[config.mk]
export PLATFORM = sky130hd
export DESIGN_NAME = asf_status_flags
export DESIGN_NICKNAME = d
export VERILOG_FILES = /design/src/core/asf_status_flags.v
export VERILOG_INCLUDE_DIRS = /design/src /design/src/core
export SDC_FILE = /design/constraint.sdc
export NUM_CORES = 1
export LEC_CHECK = 0
export BUFFER_PORTS_ARGS = -buffer_cell sky130_fd_sc_hd__buf_4
export CAP_MARGIN = 20
export CORE_MARGIN = 2
export CORE_UTILIZATION = 35
export CTS_CLUSTER_DIAMETER = 100
export DETAILED_ROUTE_END_ITERATION = 7
export SYNTH_ARGS = -nofsm -noshare
export SYNTH_HDL_FRONTEND = slang
export SYNTH_SLANG_ARGS = --single-unit
[constraint.sdc]
create_clock -name ref_clk -period 2.3 [get_ports ref_clk]
set_input_delay 0.115 -clock ref_clk [delete_from_list [all_inputs] [get_ports ref_clk]]
set_output_delay 0.115 -clock ref_clk [all_outputs]
set_load 0.005 [all_outputs]
[src/core/asf_regs.vh]
`ifndef ASF_REGS_VH
`define ASF_REGS_VH

// Flag positions inside the arithmetic_flags register
`define ASF_BIT_CARRY       0
`define ASF_BIT_NIBBLE      1
`define ASF_BIT_ZERO        2
`define ASF_BIT_WRAP        3
`define ASF_BIT_MSB         4
`define ASF_FLAG_MSB        4
`define ASF_FLAG_W          5
`define ASF_UNIMP_W         3

// Reset value of the flags (held at zero so state is defined)
`define ASF_FLAGS_RESET     5'h00
`define ASF_UNIMP_VALUE     3'h0
`define ASF_BYTE_ZERO       8'h00

// Operation codes presented on op_code
`define ASF_OP_W            5
`define ASF_OP_NOP          5'h00
`define ASF_OP_ADD_WF       5'h01
`define ASF_OP_ADD_LIT      5'h02
`define ASF_OP_SUB_LIT      5'h03
`define ASF_OP_SUB_WF       5'h04
`define ASF_OP_ROT_RIGHT    5'h05
`define ASF_OP_ROT_LEFT     5'h06
`define ASF_OP_AND          5'h07
`define ASF_OP_IOR          5'h08
`define ASF_OP_XOR          5'h09
`define ASF_OP_MOVE_F       5'h0A
`define ASF_OP_CLEAR_F      5'h0B
`define ASF_OP_BIT_CLEAR    5'h0C
`define ASF_OP_BIT_SET      5'h0D
`define ASF_OP_SWAP         5'h0E
`define ASF_OP_MOVE_FF      5'h0F
`define ASF_OP_MOVE_WF      5'h10

// Flag-update masks, one bit per flag position
`define ASF_MASK_NONE       5'h00
`define ASF_MASK_ARITH      5'h1F
`define ASF_MASK_ROT        5'h17
`define ASF_MASK_NZ         5'h14
`define ASF_MASK_Z          5'h04

// Addressing modes reported on addr_mode
`define ASF_MODE_W          3
`define ASF_MODE_INHERENT   3'h0
`define ASF_MODE_LITERAL    3'h1
`define ASF_MODE_DIRECT     3'h2
`define ASF_MODE_INDIRECT   3'h3
`define ASF_MODE_INDEXED    3'h4

// Access-bank offsets below this use indexed mode when enabled
`define ASF_INDEX_LIMIT     8'h60

`endif

[src/core/asf_status_flags.v]
`timescale 1ns/10ps
`default_nettype none
`include "asf_regs.vh"

module asf_status_flags (
   input  wire                    ref_clk,
   input  wire                    rst,
   input  wire                    op_valid,
   input  wire [`ASF_OP_W-1:0]    op_code,
   input  wire [7:0]              w_operand,
   input  wire [7:0]              src_operand,
   input  wire [2:0]              bit_sel,
   input  wire                    dest_is_status,
   input  wire                    op_has_file,
   input  wire                    op_has_literal,
   input  wire                    file_indirect,
   input  wire                    access_bank_sel,
   input  wire [7:0]              file_addr,
   input  wire                    extended_set_enable,
   output reg  [7:0]              arithmetic_flags,
   output reg  [7:0]              result_q,
   output reg                     result_wr_q,
   output reg  [`ASF_MODE_W-1:0]  addr_mode_q
);

   reg  [`ASF_FLAG_W-1:0]   flags_q;
   reg  [`ASF_FLAG_W-1:0]   flags_d;
   reg  [`ASF_FLAG_W-1:0]   calc_flags;
   reg  [`ASF_FLAG_W-1:0]   upd_mask;
   reg  [7:0]               res_d;
   reg  [7:0]               add_a;
   reg  [7:0]               add_b;
   reg                      add_cin;
   reg                      is_adder;
   reg                      is_rotate;
   reg  [`ASF_MODE_W-1:0]   mode_d;
   wire [8:0]               full_sum;
   wire [4:0]               low_sum;
   wire                     wr_d;
   wire [7:0]               bit_onehot;
   wire                     carry_now;

   assign carry_now  = flags_q[`ASF_BIT_CARRY];
   assign bit_onehot = 8'h01 << bit_sel;

   // Subtraction runs through the same adder with the operand inverted
   // and a carry-in of one, so both carries come out as not-borrow.
   assign full_sum = {1'b0, add_a} + {1'b0, add_b} + {8'h00, add_cin};
   assign low_sum  = {1'b0, add_a[3:0]} + {1'b0, add_b[3:0]} + {4'h0, add_cin};

   // Operand selection and raw result
   always @* begin
      add_a     = w_operand;
      add_b     = src_operand;
      add_cin   = 1'b0;
      is_adder  = 1'b0;
      is_rotate = 1'b0;
      res_d     = `ASF_BYTE_ZERO;
      upd_mask  = `ASF_MASK_NONE;
      case (op_code)
         `ASF_OP_ADD_WF,
         `ASF_OP_ADD_LIT: begin
            is_adder = 1'b1;
            res_d    = full_sum[7:0];
            upd_mask = `ASF_MASK_ARITH;
         end
         `ASF_OP_SUB_LIT: begin
            // Literal minus W; literal arrives on src_operand
            add_a    = src_operand;
            add_b    = ~w_operand;
            add_cin  = 1'b1;
            is_adder = 1'b1;
            res_d    = full_sum[7:0];
            upd_mask = `ASF_MASK_ARITH;
         end
         `ASF_OP_SUB_WF: begin
            add_a    = src_operand;
            add_b    = ~w_operand;
            add_cin  = 1'b1;
            is_adder = 1'b1;
            res_d    = full_sum[7:0];
            upd_mask = `ASF_MASK_ARITH;
         end
         `ASF_OP_ROT_RIGHT: begin
            is_rotate = 1'b1;
            res_d     = {carry_now, src_operand[7:1]};
            upd_mask  = `ASF_MASK_ROT;
         end
         `ASF_OP_ROT_LEFT: begin
            is_rotate = 1'b1;
            res_d     = {src_operand[6:0], carry_now};
            upd_mask  = `ASF_MASK_ROT;
         end
         `ASF_OP_AND: begin
            res_d    = w_operand & src_operand;
            upd_mask = `ASF_MASK_NZ;
         end
         `ASF_OP_IOR: begin
            res_d    = w_operand | src_operand;
            upd_mask = `ASF_MASK_NZ;
         end
         `ASF_OP_XOR: begin
            res_d    = w_operand ^ src_operand;
            upd_mask = `ASF_MASK_NZ;
         end
         `ASF_OP_MOVE_F: begin
            res_d    = src_operand;
            upd_mask = `ASF_MASK_NZ;
         end
         `ASF_OP_CLEAR_F: begin
            // Only zero is touched, so aimed at status the rest stay
            res_d    = `ASF_BYTE_ZERO;
            upd_mask = `ASF_MASK_Z;
         end
         `ASF_OP_BIT_CLEAR: begin
            res_d    = src_operand & ~bit_onehot;
            upd_mask = `ASF_MASK_NONE;
         end
         `ASF_OP_BIT_SET: begin
            res_d    = src_operand | bit_onehot;
            upd_mask = `ASF_MASK_NONE;
         end
         `ASF_OP_SWAP: begin
            res_d    = {src_operand[3:0], src_operand[7:4]};
            upd_mask = `ASF_MASK_NONE;
         end
         `ASF_OP_MOVE_FF: begin
            res_d    = src_operand;
            upd_mask = `ASF_MASK_NONE;
         end
         `ASF_OP_MOVE_WF: begin
            res_d    = w_operand;
            upd_mask = `ASF_MASK_NONE;
         end
         default: begin
            res_d    = `ASF_BYTE_ZERO;
            upd_mask = `ASF_MASK_NONE;
         end
      endcase
   end

   // Candidate flag values from the result
   always @* begin
      calc_flags = flags_q;
      calc_flags[`ASF_BIT_MSB]  = res_d[7];
      calc_flags[`ASF_BIT_ZERO] = (res_d == `ASF_BYTE_ZERO);
      if (is_adder) begin
         // Operands share a sign the result lacks
         calc_flags[`ASF_BIT_WRAP]   = (add_a[7] == add_b[7]) &&
                                       (full_sum[7] != add_a[7]);
         calc_flags[`ASF_BIT_NIBBLE] = low_sum[4];
         calc_flags[`ASF_BIT_CARRY]  = full_sum[8];
      end else if (is_rotate) begin
         if (op_code == `ASF_OP_ROT_RIGHT) begin
            calc_flags[`ASF_BIT_NIBBLE] = src_operand[4];
            calc_flags[`ASF_BIT_CARRY]  = src_operand[0];
         end else begin
            calc_flags[`ASF_BIT_NIBBLE] = src_operand[3];
            calc_flags[`ASF_BIT_CARRY]  = src_operand[7];
         end
      end
   end

   // Status update: the flag update wins over the written result
   always @* begin
      flags_d = flags_q;
      if (op_valid) begin
         if (dest_is_status && (upd_mask == `ASF_MASK_NONE)) begin
            // Plain write of status; upper bits are dropped
            flags_d = res_d[`ASF_FLAG_MSB:0];
         end else begin
            flags_d = (calc_flags & upd_mask) |
                      (flags_q & ~upd_mask);
         end
      end
   end

   // The result goes out on a valid non-NOP op unless status took the flag update instead
   assign wr_d = op_valid && (op_code != `ASF_OP_NOP) &&
                 !(dest_is_status && (upd_mask != `ASF_MASK_NONE));

   // Data addressing mode of the current instruction
   always @* begin
      mode_d = `ASF_MODE_INHERENT;
      if (op_has_file) begin
         if (file_indirect) begin
            mode_d = `ASF_MODE_INDIRECT;
         end else if (extended_set_enable && !access_bank_sel &&
                      (file_addr < `ASF_INDEX_LIMIT)) begin
            mode_d = `ASF_MODE_INDEXED;
         end else begin
            mode_d = `ASF_MODE_DIRECT;
         end
      end else if (op_has_literal) begin
         mode_d = `ASF_MODE_LITERAL;
      end
   end

   always @(posedge ref_clk or posedge rst) begin
      if (rst) begin
         flags_q          <= `ASF_FLAGS_RESET;
         arithmetic_flags <= {`ASF_UNIMP_VALUE, `ASF_FLAGS_RESET};
         result_q         <= `ASF_BYTE_ZERO;
         result_wr_q      <= 1'b0;
         addr_mode_q      <= `ASF_MODE_INHERENT;
      end else begin
         flags_q          <= flags_d;
         arithmetic_flags <= {`ASF_UNIMP_VALUE, flags_d};
         result_q         <= res_d;
         result_wr_q      <= wr_d;
         addr_mode_q      <= mode_d;
      end
   end

endmodule

`default_nettype wire

=== After elaboration in Yosys (flattened, before gate mapping) ===
Index checks and enable logic that the tools add are counted.
Widths: inputs -> output; s select.

* Bitwise gates (word level): 11
* Reductions and logical operators: 18
* Shifts and indexed selects: 1
* Magnitude comparators: 1
* Eq/ne operators: 18
* Multiplexer cells: 16
* Add/sub/neg operators: 4

{| class="wikitable"
|+ Operators with widths
! operator !! count
|-
| $pmux 8 s11 || 1
|-
| $eq 5x4->1 const B || 8
|-
| $eq 5x3->1 const B || 4
|-
| $pmux 5 s4 || 1
|-
| $and 8x8->8 || 2
|-
| $mux 8 || 2
|-
| $not 8->8 || 2
|-
| $or 8x8->8 || 2
|-
| $and 5x5->5 || 2
|-
| $eq 5x2->1 const B || 2
|-
| $reduce_bool 5->1 || 2
|-
| $add 8x8->9 || 1
|-
| $add 9x1->9 || 1
|-
| $mux 3 || 3
|-
| $logic_not 8->1 || 1
|-
| $lt 8x7->1 const B || 1
|-
| $reduce_or 4->1 || 2
|-
| $shl 1x3->8 const A || 1
|-
| $xor 8x8->8 || 1
|-
| $logic_and 1x1->1 || 7
|-
| $mux 2 || 3
|-
| $reduce_or 2->1 || 3
|-
| $add 4x4->5 || 1
|-
| $add 5x1->5 || 1
|-
| other kinds (10) || 15
|}

* Output and inout bits: 20
* Input bits: 41
* Logic and storage cells: 73
* Register bits: 17

=== Logic depth before layout (Yosys ltp) ===
Gate-level depths: netlist (run 1).

* Depth in word-level cells: 11
* Gate-level depth with buffers: 17
* Gate-level depth less buffers: 13

=== Least setup slack after synthesis (run 1) ===
OpenSTA, ideal clock, no wires.

* Kind: input -> register
* Start point: input op_code[2]
* End point: register with a tool-made name
* Path buffers: 4
* Stages on the path: 16
* Library setup time: 0.092 ns
* Setup slack: -1.452 ns
* Arrival time: 3.660 ns
* Cells stage by stage: buf_2 > buf_4 > nor3b_1 > o21a_1 > clkbuf_1 > buf_1 > a21oi_1 > fa_1 > a21o_1 > a21oi_1 > xnor2_1 > nand2_1 > nand4_1 > or4_1 > or4_1 > o31ai_2

{| class="wikitable"
|+ RTL lines
! element !! RTL line !! text
|-
| from (decl) || asf_status_flags.v:9 || <nowiki>input wire [`ASF_OP_W-1:0] op_code,</nowiki>
|}

==> results.json, run 1 <==
{
  "start_util_pct": 35.75,
  "layout_min_cycle_time_ns": 2.835,
  "synth.most_common_cell": "a21oi_1",
  "met3_usage_pct": 1.879,
  "dieArea_sq_um": 7028,
  "tns_ns": -2.561,
  "die_x_microns": 83.84,
  "ant_nets": 0,
  "synthCells": 303,
  "fin_skew_ns": 0.0007139,
  "cts-root-buf": "clkbuf_8",
  "startpoint_type": "input pin",
  "clkLatencyLatePin_ns": 0.25,
  "dominantRegCellSynth": "dfrtp_1",
  "power.switching_mw": 0.4616,
  "cp_top_family": "simple AND/OR/NAND/NOR gates",
  "ys_seq_area_share_pct": 19.07,
  "cp.required_ns": 2.47,
  "crit_type": "input pin to flip-flop",
  "crit_path_cell_trace": "buf_6 > and3b_1 > o21a_4 > mux2_4 > fa_2 > a21o_1 > a21oi_2 > xnor2_1 > nand2_1 > nand4_1 > or4_1 > or4_1 > o31ai_2",
  "cp.arrival_ns": 3.00,
  "slew_violations": 0,
  "routed_wl_microns": 8325,
  "clockBufferDepth": 2,
  "grt-ovfl-total": 0,
  "fp.coreArea_sq_um": 6241,
  "ios": 61,
  "grt_use_met2_pct": 41.02,
  "async_reset_ff_share_pct": 100.0,
  "internal-power_mw": 0.8409,
  "pwr-share-comb_pct": 55.6,
  "io_buffers": 52,
  "drt-initial-drc-count": 205,
  "nNetsFinal": 485,
  "slowest_stage": "or4_1",
  "period_share_pct": 123.2,
  "yosysTopAreaCell": "dfrtp_1",
  "cpMostUsedCell": "or4_1",
  "vdd_drop_max_v": 0.0004637,
  "gp_congestion": 0.9646,
  "violations": "negative setup slack",
  "path_max_fanout": 5,
  "grt_pass1_wl_microns": 13460,
  "dr.pass1.iters": 5,
  "p_leak_nw": 1.607,
  "hp-class": "input pin to flip-flop",
  "wl_per_cell_microns": 16.26,
  "power_density_nw_per_um2": 370.7,
  "grt_pass1_vias": 2701,
  "yosys-top-cells-count": "a21oi_1, nand2_1, nor2_1, o21ai_0, dfrtp_1",
  "maxSlewHeadroom_pct": 59.30,
  "row_count": 29,
  "vias": 2852,
  "ys_top_cells_by_area": "dfrtp_1, a21oi_1, nand2_1",
  "worst_slew_pin_slew_ns": 0.6099,
  "rsz0062_at_grt": "yes",
  "crit_buf_inv": 1,
  "setup_viol": 8,
  "htree_levels": 1,
  "place_hpwl_microns": 6734,
  "syn2layout_area_growth_pct": 57.49,
  "max_stage_delay_ns": 0.42,
  "synth_edf_count": 0,
  "numClockSinks": 17,
  "viasPerCell": 5.570,
  "numCtsBuffers": 3,
  "synth_top_area_share_pct": 19.07,
  "holdWs_ns": 0.09733,
  "cts_tree": "done",
  "setup_ws_ns": -0.5345,
  "drc": 0,
  "ys_ff_latch": 17,
  "fillers": 622,
  "cp-end-kind": "flip-flop",
  "drv_cap": 0,
  "use_met1_pct": 31.06,
  "sw_frac_of_total_pct": 35.44,
  "antenna_cells": 0,
  "fmax_mhz": 352.8,
  "status": "complete, but fails checks",
  "power_frac_seq_pct": 27.5,
  "hold_viol_final": 0,
  "grt-busiest-layer": "met2",
  "fp.dieH_microns": 83.84,
  "clk_pin_slew_ns": 0.07,
  "p_clk_share_pct": 17.0,
  "syn_area_sq_um": 2231,
  "antenna_found_initial": 0,
  "ys_types": 70,
  "layout-drive-gt1-share_pct": 43.22,
  "grtUsageTotal_pct": 23.69,
  "avgSynthCellArea_sq_um": 7.363,
  "grt_max_degree": 21,
  "yosysWarnings": 0
}
[final cells by class]
type                            count  area, sq um  area share [%]
Clock buffer                        3        41.29           1.175
Clock inverter                      1        5.005          0.1425
Inverter                           12        45.04           1.282
Multi-Input combinational cell    253         1760           50.11
Sequential cell                    17        425.4           12.11
Tap cell                           77        96.34           2.742
Timing Repair Buffer              149         1140           32.44
[cells in the final DEF, fill, tap and decap left out, types with 3 or more instances in the layout]
| master | instances |
|---|---|
| xnor2_1 | 3 |
| clkbuf_8 | 3 |
| buf_4 | 143 |
| a21oi_2 | 6 |
| and3_1 | 5 |
| o22ai_1 | 7 |
| nand3_1 | 7 |
| o211ai_1 | 6 |
| a21oi_1 | 23 |
| xor2_1 | 3 |
| nor2b_1 | 7 |
| dfrtp_1 | 17 |
| nand2_1 | 26 |
| nor2_1 | 24 |
| conb_1 | 3 |
| buf_6 | 5 |
| nor3b_1 | 3 |
| nor4b_1 | 3 |
| ha_1 | 6 |
| nor3_1 | 6 |
| a221oi_1 | 3 |
| a31oi_1 | 5 |
| a21o_1 | 5 |
| mux2_2 | 7 |
| nand4_1 | 4 |
| o21ai_0 | 16 |
| a211oi_1 | 3 |
| inv_1 | 10 |
| nand2b_1 | 4 |
| a22oi_1 | 8 |
| o31ai_1 | 3 |
[layer usage]
| layer | routed length (microns) | vias up |
|---|---|---|
| met2 | 4028 | 107 |
| li1 | - | 1414 |
| met1 | 3616 | 1305 |
| met4 | 249 | 0 |
| met3 | 430 | 26 |
| met5 | 0 | - |
[power by group through the flow]
stage                     Sequential [mW]  Combinational, mW  Clock (mW)
after floorplan                     0.366              0.315           0
after global placement              0.362              0.645           0
after detailed placement            0.363              0.653           0
after CTS                           0.358              0.702       0.226
after global routing                0.363              0.790       0.236
final                               0.358              0.724       0.221
[worst paths after layout]
check	start	end	slack (ns)	cells past startpoint
setup / recovery	op_code[0]	flip-flop	-0.53	13
min in group asynchronous	rst	async pin	0.50	3
setup reg to reg	flip-flop	flip-flop	0.26	5
max in group asynchronous	rst	result_q[1]$_DFF_PP0_	1.41	3
hold reg to reg	flip-flop	flip-flop	0.54	2
hold / removal	op_has_literal	addr_mode_q[0]$_DFF_PP0_	0.1	2
[cells by family (layout without fill, tap and decap cells)]
| family | count (synthesis) | in the layout | synth area share (%) |
|---|---|---|---|
| buffers and inverters | 35 | 165 | 8.020 |
| AO/OA/AOI/OAI | 114 | 114 | 33.88 |
| flip-flops | 17 | 17 | 19.07 |
| other | 1 | 3 | 0.1681 |
| adder cells (fa/ha/maj) | 8 | 8 | 4.823 |
| AND/OR/NAND/NOR | 112 | 112 | 26.75 |
| XOR/XNOR | 6 | 6 | 2.356 |
| multiplexers | 10 | 10 | 4.936 |
[through the flow]
| step | instance area [sq um] | setup WS, ns | utilization (%) | total power [mW] | instances |
|---|---|---|---|---|---|
| after floorplan | 2305 | -0.9764 | - | 0.6813 | 305 |
| after global placement | 3298 | -1.049 | 52.85 | 1.007 | 501 |
| after detailed placement | 3298 | -1.152 | 52.85 | 1.016 | 501 |
| after CTS | 3482 | -0.5242 | 55.79 | 1.287 | 512 |
| after global routing | 3513 | -0.6615 | 56.30 | 1.389 | 512 |
| final | 3513 | -0.5345 | 56.30 | 1.302 | 512 |
[what timing repair did]
| action | 4_1_cts | 5_1_grt |
|---|---|---|
| pin swaps | 16 | 2 |
| hold buffers | 1 | 0 |
| setup endpoints to repair | 9 | 9 |
| resized for setup | 22 | 5 |
| endpoints found under the hold margin | 17 | 0 |
| setup buffers | 9 | 0 |
Power figures use the tool's default switching activity.
==> run 2: changes to the inputs <==
--- a/config.mk
+++ b/config.mk
@@ -6,6 +6,7 @@
 export SDC_FILE = /design/constraint.sdc
 export NUM_CORES = 1
 export LEC_CHECK = 0
+export ABC_AREA = 1
 export BUFFER_PORTS_ARGS = -buffer_cell sky130_fd_sc_hd__buf_4
 export CAP_MARGIN = 20
 export CORE_MARGIN = 2
==> run 2 against run 1 <==
Sequential share of layout area is 0.79 points higher. Largest power group unchanged. The run now ends clean. Clock skew is 0.0045 ns higher. First-iteration DRC count is 1.5% lower.
==> results.json, run 2 <==
{
  "status": "completed",
  "cp-end-kind": "flip-flop",
  "ys_ff_latch": 17,
  "slew_violations": 0,
  "grt_pass1_wl_microns": 13140,
  "vias": 3050,
  "clockBufferDepth": 2,
  "place_hpwl_microns": 6852,
  "drc": 0,
  "fp.coreArea_sq_um": 6386,
  "mostFrequentLayoutCell": "nand2_1",
  "synthCells": 419,
  "place_inst": 580,
  "drv_cap": 0,
  "p_leak_nw": 1.810,
  "yosysWarnings": 0,
  "dominantRegCellSynth": "dfrtp_1",
  "synth_edf_count": 0,
  "cts_tree": "done",
  "routed_wl_microns": 8474,
  "htree_levels": 1,
  "startpoint_type": "input pin",
  "synth_top_area_share_pct": 20.71,
  "syn_area_sq_um": 2320,
  "ios": 61,
  "drt-initial-drc-count": 202,
  "power_density_nw_per_um2": 372.0,
  "yosysTopAreaCell": "nand2_1",
  "cp.arrival_ns": 2.33,
  "synth.most_common_cell": "nand2_1",
  "vdd_drop_max_v": 0.0003839,
  "dieArea_sq_um": 7295,
  "ant_nets": 0,
  "crit_type": "input pin to flip-flop",
  "worst_slew_pin_slew_ns": 0.6091,
  "maxSlewHeadroom_pct": 59.35,
  "antenna_cells": 0,
  "grt-ovfl-total": 0,
  "ys_types": 36,
  "final_cell_mix": "nand2_1, buf_4, inv_1, nor2_1",
  "layout_min_cycle_time_ns": 2.211,
  "period_share_pct": 96.13,
  "antenna_found_initial": 0,
  "cp.required_ns": 2.42,
  "ys_top_cells_by_area": "nand2_1, dfrtp_1, inv_1",
  "grt_max_degree": 23,
  "viasPerCell": 5.169,
  "io_buffers": 52,
  "die_x_microns": 85.41,
  "row_count": 29,
  "numClockSinks": 17,
  "hold_viol_final": 0,
  "yosys-top-cells-count": "nand2_1, inv_1, nor2_1, nand3_1, o21ai_0",
  "ys_seq_area_share_pct": 18.34,
  "numCtsBuffers": 3,
  "fin_skew_ns": 0.005262,
  "fmax_mhz": 452.3,
  "grtUsageTotal_pct": 22.53,
  "start_util_pct": 36.32,
  "avgSynthCellArea_sq_um": 5.536,
  "syn2layout_area_growth_pct": 42.18,
  "clk_pin_slew_ns": 0.07,
  "hp-class": "input pin to flip-flop",
  "gp_congestion": 0.9282,
  "grt_pass1_vias": 2742,
  "dr.pass1.iters": 5,
  "nNetsFinal": 563,
  "wl_per_cell_microns": 14.36,
  "path_max_fanout": 11,
  "final_cells": 590,
  "setup_viol": 0,
  "fp.dieH_microns": 85.41,
  "clkLatencyLatePin_ns": 0.25,
  "layout-drive-gt1-share_pct": 28.85,
  "async_reset_ff_share_pct": 100.0,
  "cts-root-buf": "clkbuf_8",
  "holdWs_ns": 0.07729
}
-- run 2: final timing paths --
path,from,end,slack [ns],cells past startpoint
min,op_has_literal,addr_mode_q[0]$_DFF_PP0_,0.08,3
min reg2reg,flip-flop,flip-flop,0.50,2
min in group asynchronous,rst,result_q[2]$_DFF_PP0_,0.50,3
max,op_code[2],flip-flop,0.09,18
max reg2reg,flip-flop,flip-flop,0.75,12
max in group asynchronous,rst,result_q[4]$_DFF_PP0_,1.41,3
-- run 2: repair_timing --
action | CTS | global route
pin swaps | 0 | 9
buffers inserted | 0 | 4
hold endpoints to repair | 17 | 0
gates cloned | 0 | 1
hold buffers | 1 | 0
resized for setup | 2 | 34
endpoints found under the setup margin | 2 | 6
-- run 2: layer usage --
metal	vias up	wire, microns	global-route usage (%)
met1	1395	3554	30.22
met3	15	584	2.237
li1	1516	-	-
met2	124	4150	39.28
met5	-	0	0
met4	0	184	4.473
-- run 2: kinds of logic after synthesis --
kind of cell	after synthesis	synth area share [%]
adder cells (fa/ha/maj)	8	4.638
AO/OA/AOI/OAI	66	15.59
other	1	0.1617
flip-flops	17	18.34
buffers and inverters	72	12.51
AND/OR/NAND/NOR	247	45.74
XOR/XNOR	8	3.021
-- run 2: area by class of cell --
cell class / count / area (sq um)
Clock buffer: 3 / 41.29
Clock inverter: 1 / 5.005
Fill cell: 705 / 3088
Inverter: 64 / 240.2
Multi-Input combinational cell: 332 / 1737
Sequential cell: 17 / 425.4
Tap cell: 77 / 96.34
Timing Repair Buffer: 96 / 753.2
-- run 2: power by group --
part | total [mW] | switching [mW] | internal [mW]
Sequential | 0.365 | 0.0224 | 0.342
Combinational | 0.649 | 0.343 | 0.306
Clock | 0.213 | 0.0932 | 0.120
Total | 1.23 | 0.459 | 0.768
-- run 2: critical path: stages --
cell and delay [ns]:
buf_4 0.12, nor2_2 0.14, nand3_2 0.13, nand2_4 0.12, buf_12 0.13, nand2_1 0.06
o21ai_1 0.15, ha_4 0.26, buf_4 0.14, buf_4 0.12, nand4_1 0.11, nand3_1 0.09
nand2_1 0.09, a21oi_1 0.08, nor3_2 0.20, a21oi_1 0.06, o21ai_1 0.12, o21ai_0 0.09
-- run 2: metrics by stage --
step                cell area [sq um]  utilization (%)  total power [mW]  TNS, ns  setup slack (ns)
floorplan                        2349                -            0.6581        0           0.01814
global placement                 3072            48.10            0.9542  -0.9764           -0.2357
detailed placement               3072            48.10            0.9584   -1.273           -0.3124
CTS                              3132            49.04             1.177        0           0.01500
global route                     3298            51.65             1.323  -0.1356          -0.08652
finish                           3298            51.65             1.227        0           0.08901
==> run 3: changes to the inputs <==
--- a/config.mk
+++ b/config.mk
@@ -13,6 +13,7 @@
 export CORE_UTILIZATION = 35
 export CTS_CLUSTER_DIAMETER = 100
 export DETAILED_ROUTE_END_ITERATION = 7
+export PLACE_DENSITY_LB_ADDON = 0.3
 export SYNTH_ARGS = -nofsm -noshare
 export SYNTH_HDL_FRONTEND = slang
 export SYNTH_SLANG_ARGS = --single-unit
==> run 3 against run 2 <==
Register-to-register slack improved by 0.03 ns. Combinational power shrank 3%. Critical path depth did not move. Via count down 1.8%. Count of clock-buffer cells in the layout rose by 1. Die area unchanged. Maximum frequency hardly changed. Cell area decreased by 0.53%. First-iteration DRC count rose by 0.50%. Final cell count is 0.34% lower. Critical path type unchanged. Largest power group unchanged. Highest routed layer unchanged.
==> results.json, run 3 (same netlist as run 2, synthesis figures left out) <==
{
  "antenna_cells": 0,
  "viasPerCell": 5.092,
  "dr.pass1.iters": 5,
  "clkLatencyLatePin_ns": 0.24,
  "cp-end-kind": "flip-flop",
  "path_max_fanout": 8,
  "syn2layout_area_growth_pct": 41.42,
  "power_frac_seq_pct": 30.4,
  "power_density_nw_per_um2": 366.3,
  "status": "completed",
  "startpoint_type": "input pin",
  "vias": 2994,
  "mostFrequentLayoutCell": "nand2_1",
  "drc": 0,
  "wirelength_met1_microns": 3564,
  "dr_wl_met3_microns": 585,
  "cp.arrival_ns": 2.38,
  "grt-ovfl-total": 0,
  "grt_max_degree": 18,
  "setup_ws_ns": 0.08707,
  "routed_wl_microns": 8360,
  "numClockSinks": 17,
  "die_x_microns": 85.41,
  "pwr-share-comb_pct": 52.5,
  "numCtsBuffers": 3,
  "drt-initial-drc-count": 203,
  "finalPower_mw": 1.202,
  "fp.dieH_microns": 85.41,
  "grt_pass1_wl_microns": 13370,
  "cts_tree": "done",
  "final_cells": 588,
  "dieArea_sq_um": 7295,
  "row_count": 29,
  "sw_frac_of_total_pct": 36.97,
  "maxSlewHeadroom_pct": 60.35,
  "wl_met2_microns": 4137,
  "place_inst": 578,
  "top_layer": "met4",
  "final_cell_mix": "nand2_1, buf_4, inv_1, nor2_1, nand3_1",
  "fin_skew_ns": 0.004031,
  "io_buffers": 52,
  "wl_per_cell_microns": 14.22,
  "crit_type": "input pin to flip-flop",
  "p_clk_share_pct": 17.2,
  "setup_viol": 0,
  "dp_slack_ns": -0.2731,
  "ant_nets": 0,
  "clockBufferDepth": 2,
  "fmax_mhz": 451.9,
  "period_share_pct": 96.21,
  "layout-drive-gt1-share_pct": 28.57,
  "antenna_found_initial": 0,
  "slew_violations": 0,
  "htree_levels": 1,
  "place_hpwl_microns": 6926,
  "clk_pin_slew_ns": 0.06,
  "ios": 61,
  "fin_util_pct": 51.37,
  "drv_cap": 0,
  "grt_pass1_vias": 2842,
  "layout_min_cycle_time_ns": 2.213,
  "grtUsageTotal_pct": 22.69,
  "gp_congestion": 1.020,
  "hold_viol_final": 0,
  "cts-root-buf": "clkbuf_8",
  "worst_slew_pin_slew_ns": 0.5941,
  "p_leak_nw": 1.809,
  "vdd_drop_max_v": 0.0004206,
  "hp-class": "input pin to flip-flop",
  "start_util_pct": 36.32,
  "cp.required_ns": 2.47,
  "power.switching_mw": 0.4443,
  "nNetsFinal": 561,
  "fp.coreArea_sq_um": 6386,
  "internal-power_mw": 0.7575
}
[run 3: cell types whose count changed in the layout (fill, tap and decap cells not counted), sizes merged]
| cell | before | now |
|---|---|---|
| buf | 94 | 92 |
| clkinv | 3 | 2 |
| clkbuf | 4 | 5 |
[run 3: per-stage QoR]
step           area, sq um  hold slack (ns)  setup TNS [ns]
2_1_floorplan         2349          0.04107               0
3_3_place_gp          3044           0.2150         -0.8855
3_5_place_dp          3044           0.2289          -1.160
4_1_cts               3105          0.08496               0
5_1_grt               3281          0.08368        -0.03769
6_report              3281          0.08616               0
[run 3: what timing repair did]
item / CTS / global route
hold endpoints to repair: 17 / 0
setup endpoints to repair: 1 / 7
buffers inserted: 0 / 4
hold buffers: 1 / 0
cloned: 0 / 1
resized for setup: 4 / 39
pin swaps: 0 / 17
[run 3: path summary, 6_finish.rpt]
check,startpoint,end,slack (ns),cells after the start
max,op_code[0],flip-flop,0.09,18
min,op_has_literal,addr_mode_q[0]$_DFF_PP0_,0.09,3
max reg2reg,flip-flop,flip-flop,0.78,9
min reg2reg,flip-flop,flip-flop,0.49,2
max in group asynchronous,rst,addr_mode_q[1]$_DFF_PP0_,1.40,3
min in group asynchronous,rst,async pin,0.51,3
[run 3: cell type report]
cell class | count | area, sq um
clock buffers | 4 | 45.04
fillers | 680 | 3105
repair buffers | 94 | 733.2
inverters | 64 | 240.2
well taps | 77 | 96.34
flip-flops and latches | 17 | 425.4
multi-input cells | 332 | 1740
[run 3: power groups by stage]
stage | logic [mW] | registers (mW) | clock network [mW]
after floorplan | 0.287 | 0.371 | 0
after global placement | 0.569 | 0.370 | 0
after detailed placement | 0.574 | 0.370 | 0
after CTS | 0.578 | 0.366 | 0.212
after global routing | 0.699 | 0.370 | 0.229
final | 0.631 | 0.365 | 0.206
[run 3: critical path, cell delays in order]
cell	delay (ns)
buf_4	0.14
nand2_2	0.08
clkinv_1	0.07
nand3_2	0.10
nand2_4	0.09
clkbuf_16	0.18
nand2_4	0.06
o21ai_4	0.06
fa_2	0.43
xor2_1	0.16
nand2_1	0.12
nand3_1	0.08
nor2_1	0.11
buf_4	0.13
nand3_1	0.08
nor2_1	0.12
nand4_1	0.11
a21oi_2	0.15
[run 3: per-layer routing]
metal  up-vias  global-route usage (%)
met1      1366                   29.10
li1       1513                       -
met5         -                       0
met3         6                   3.016
met2       109                   40.91
met4         0                   3.896
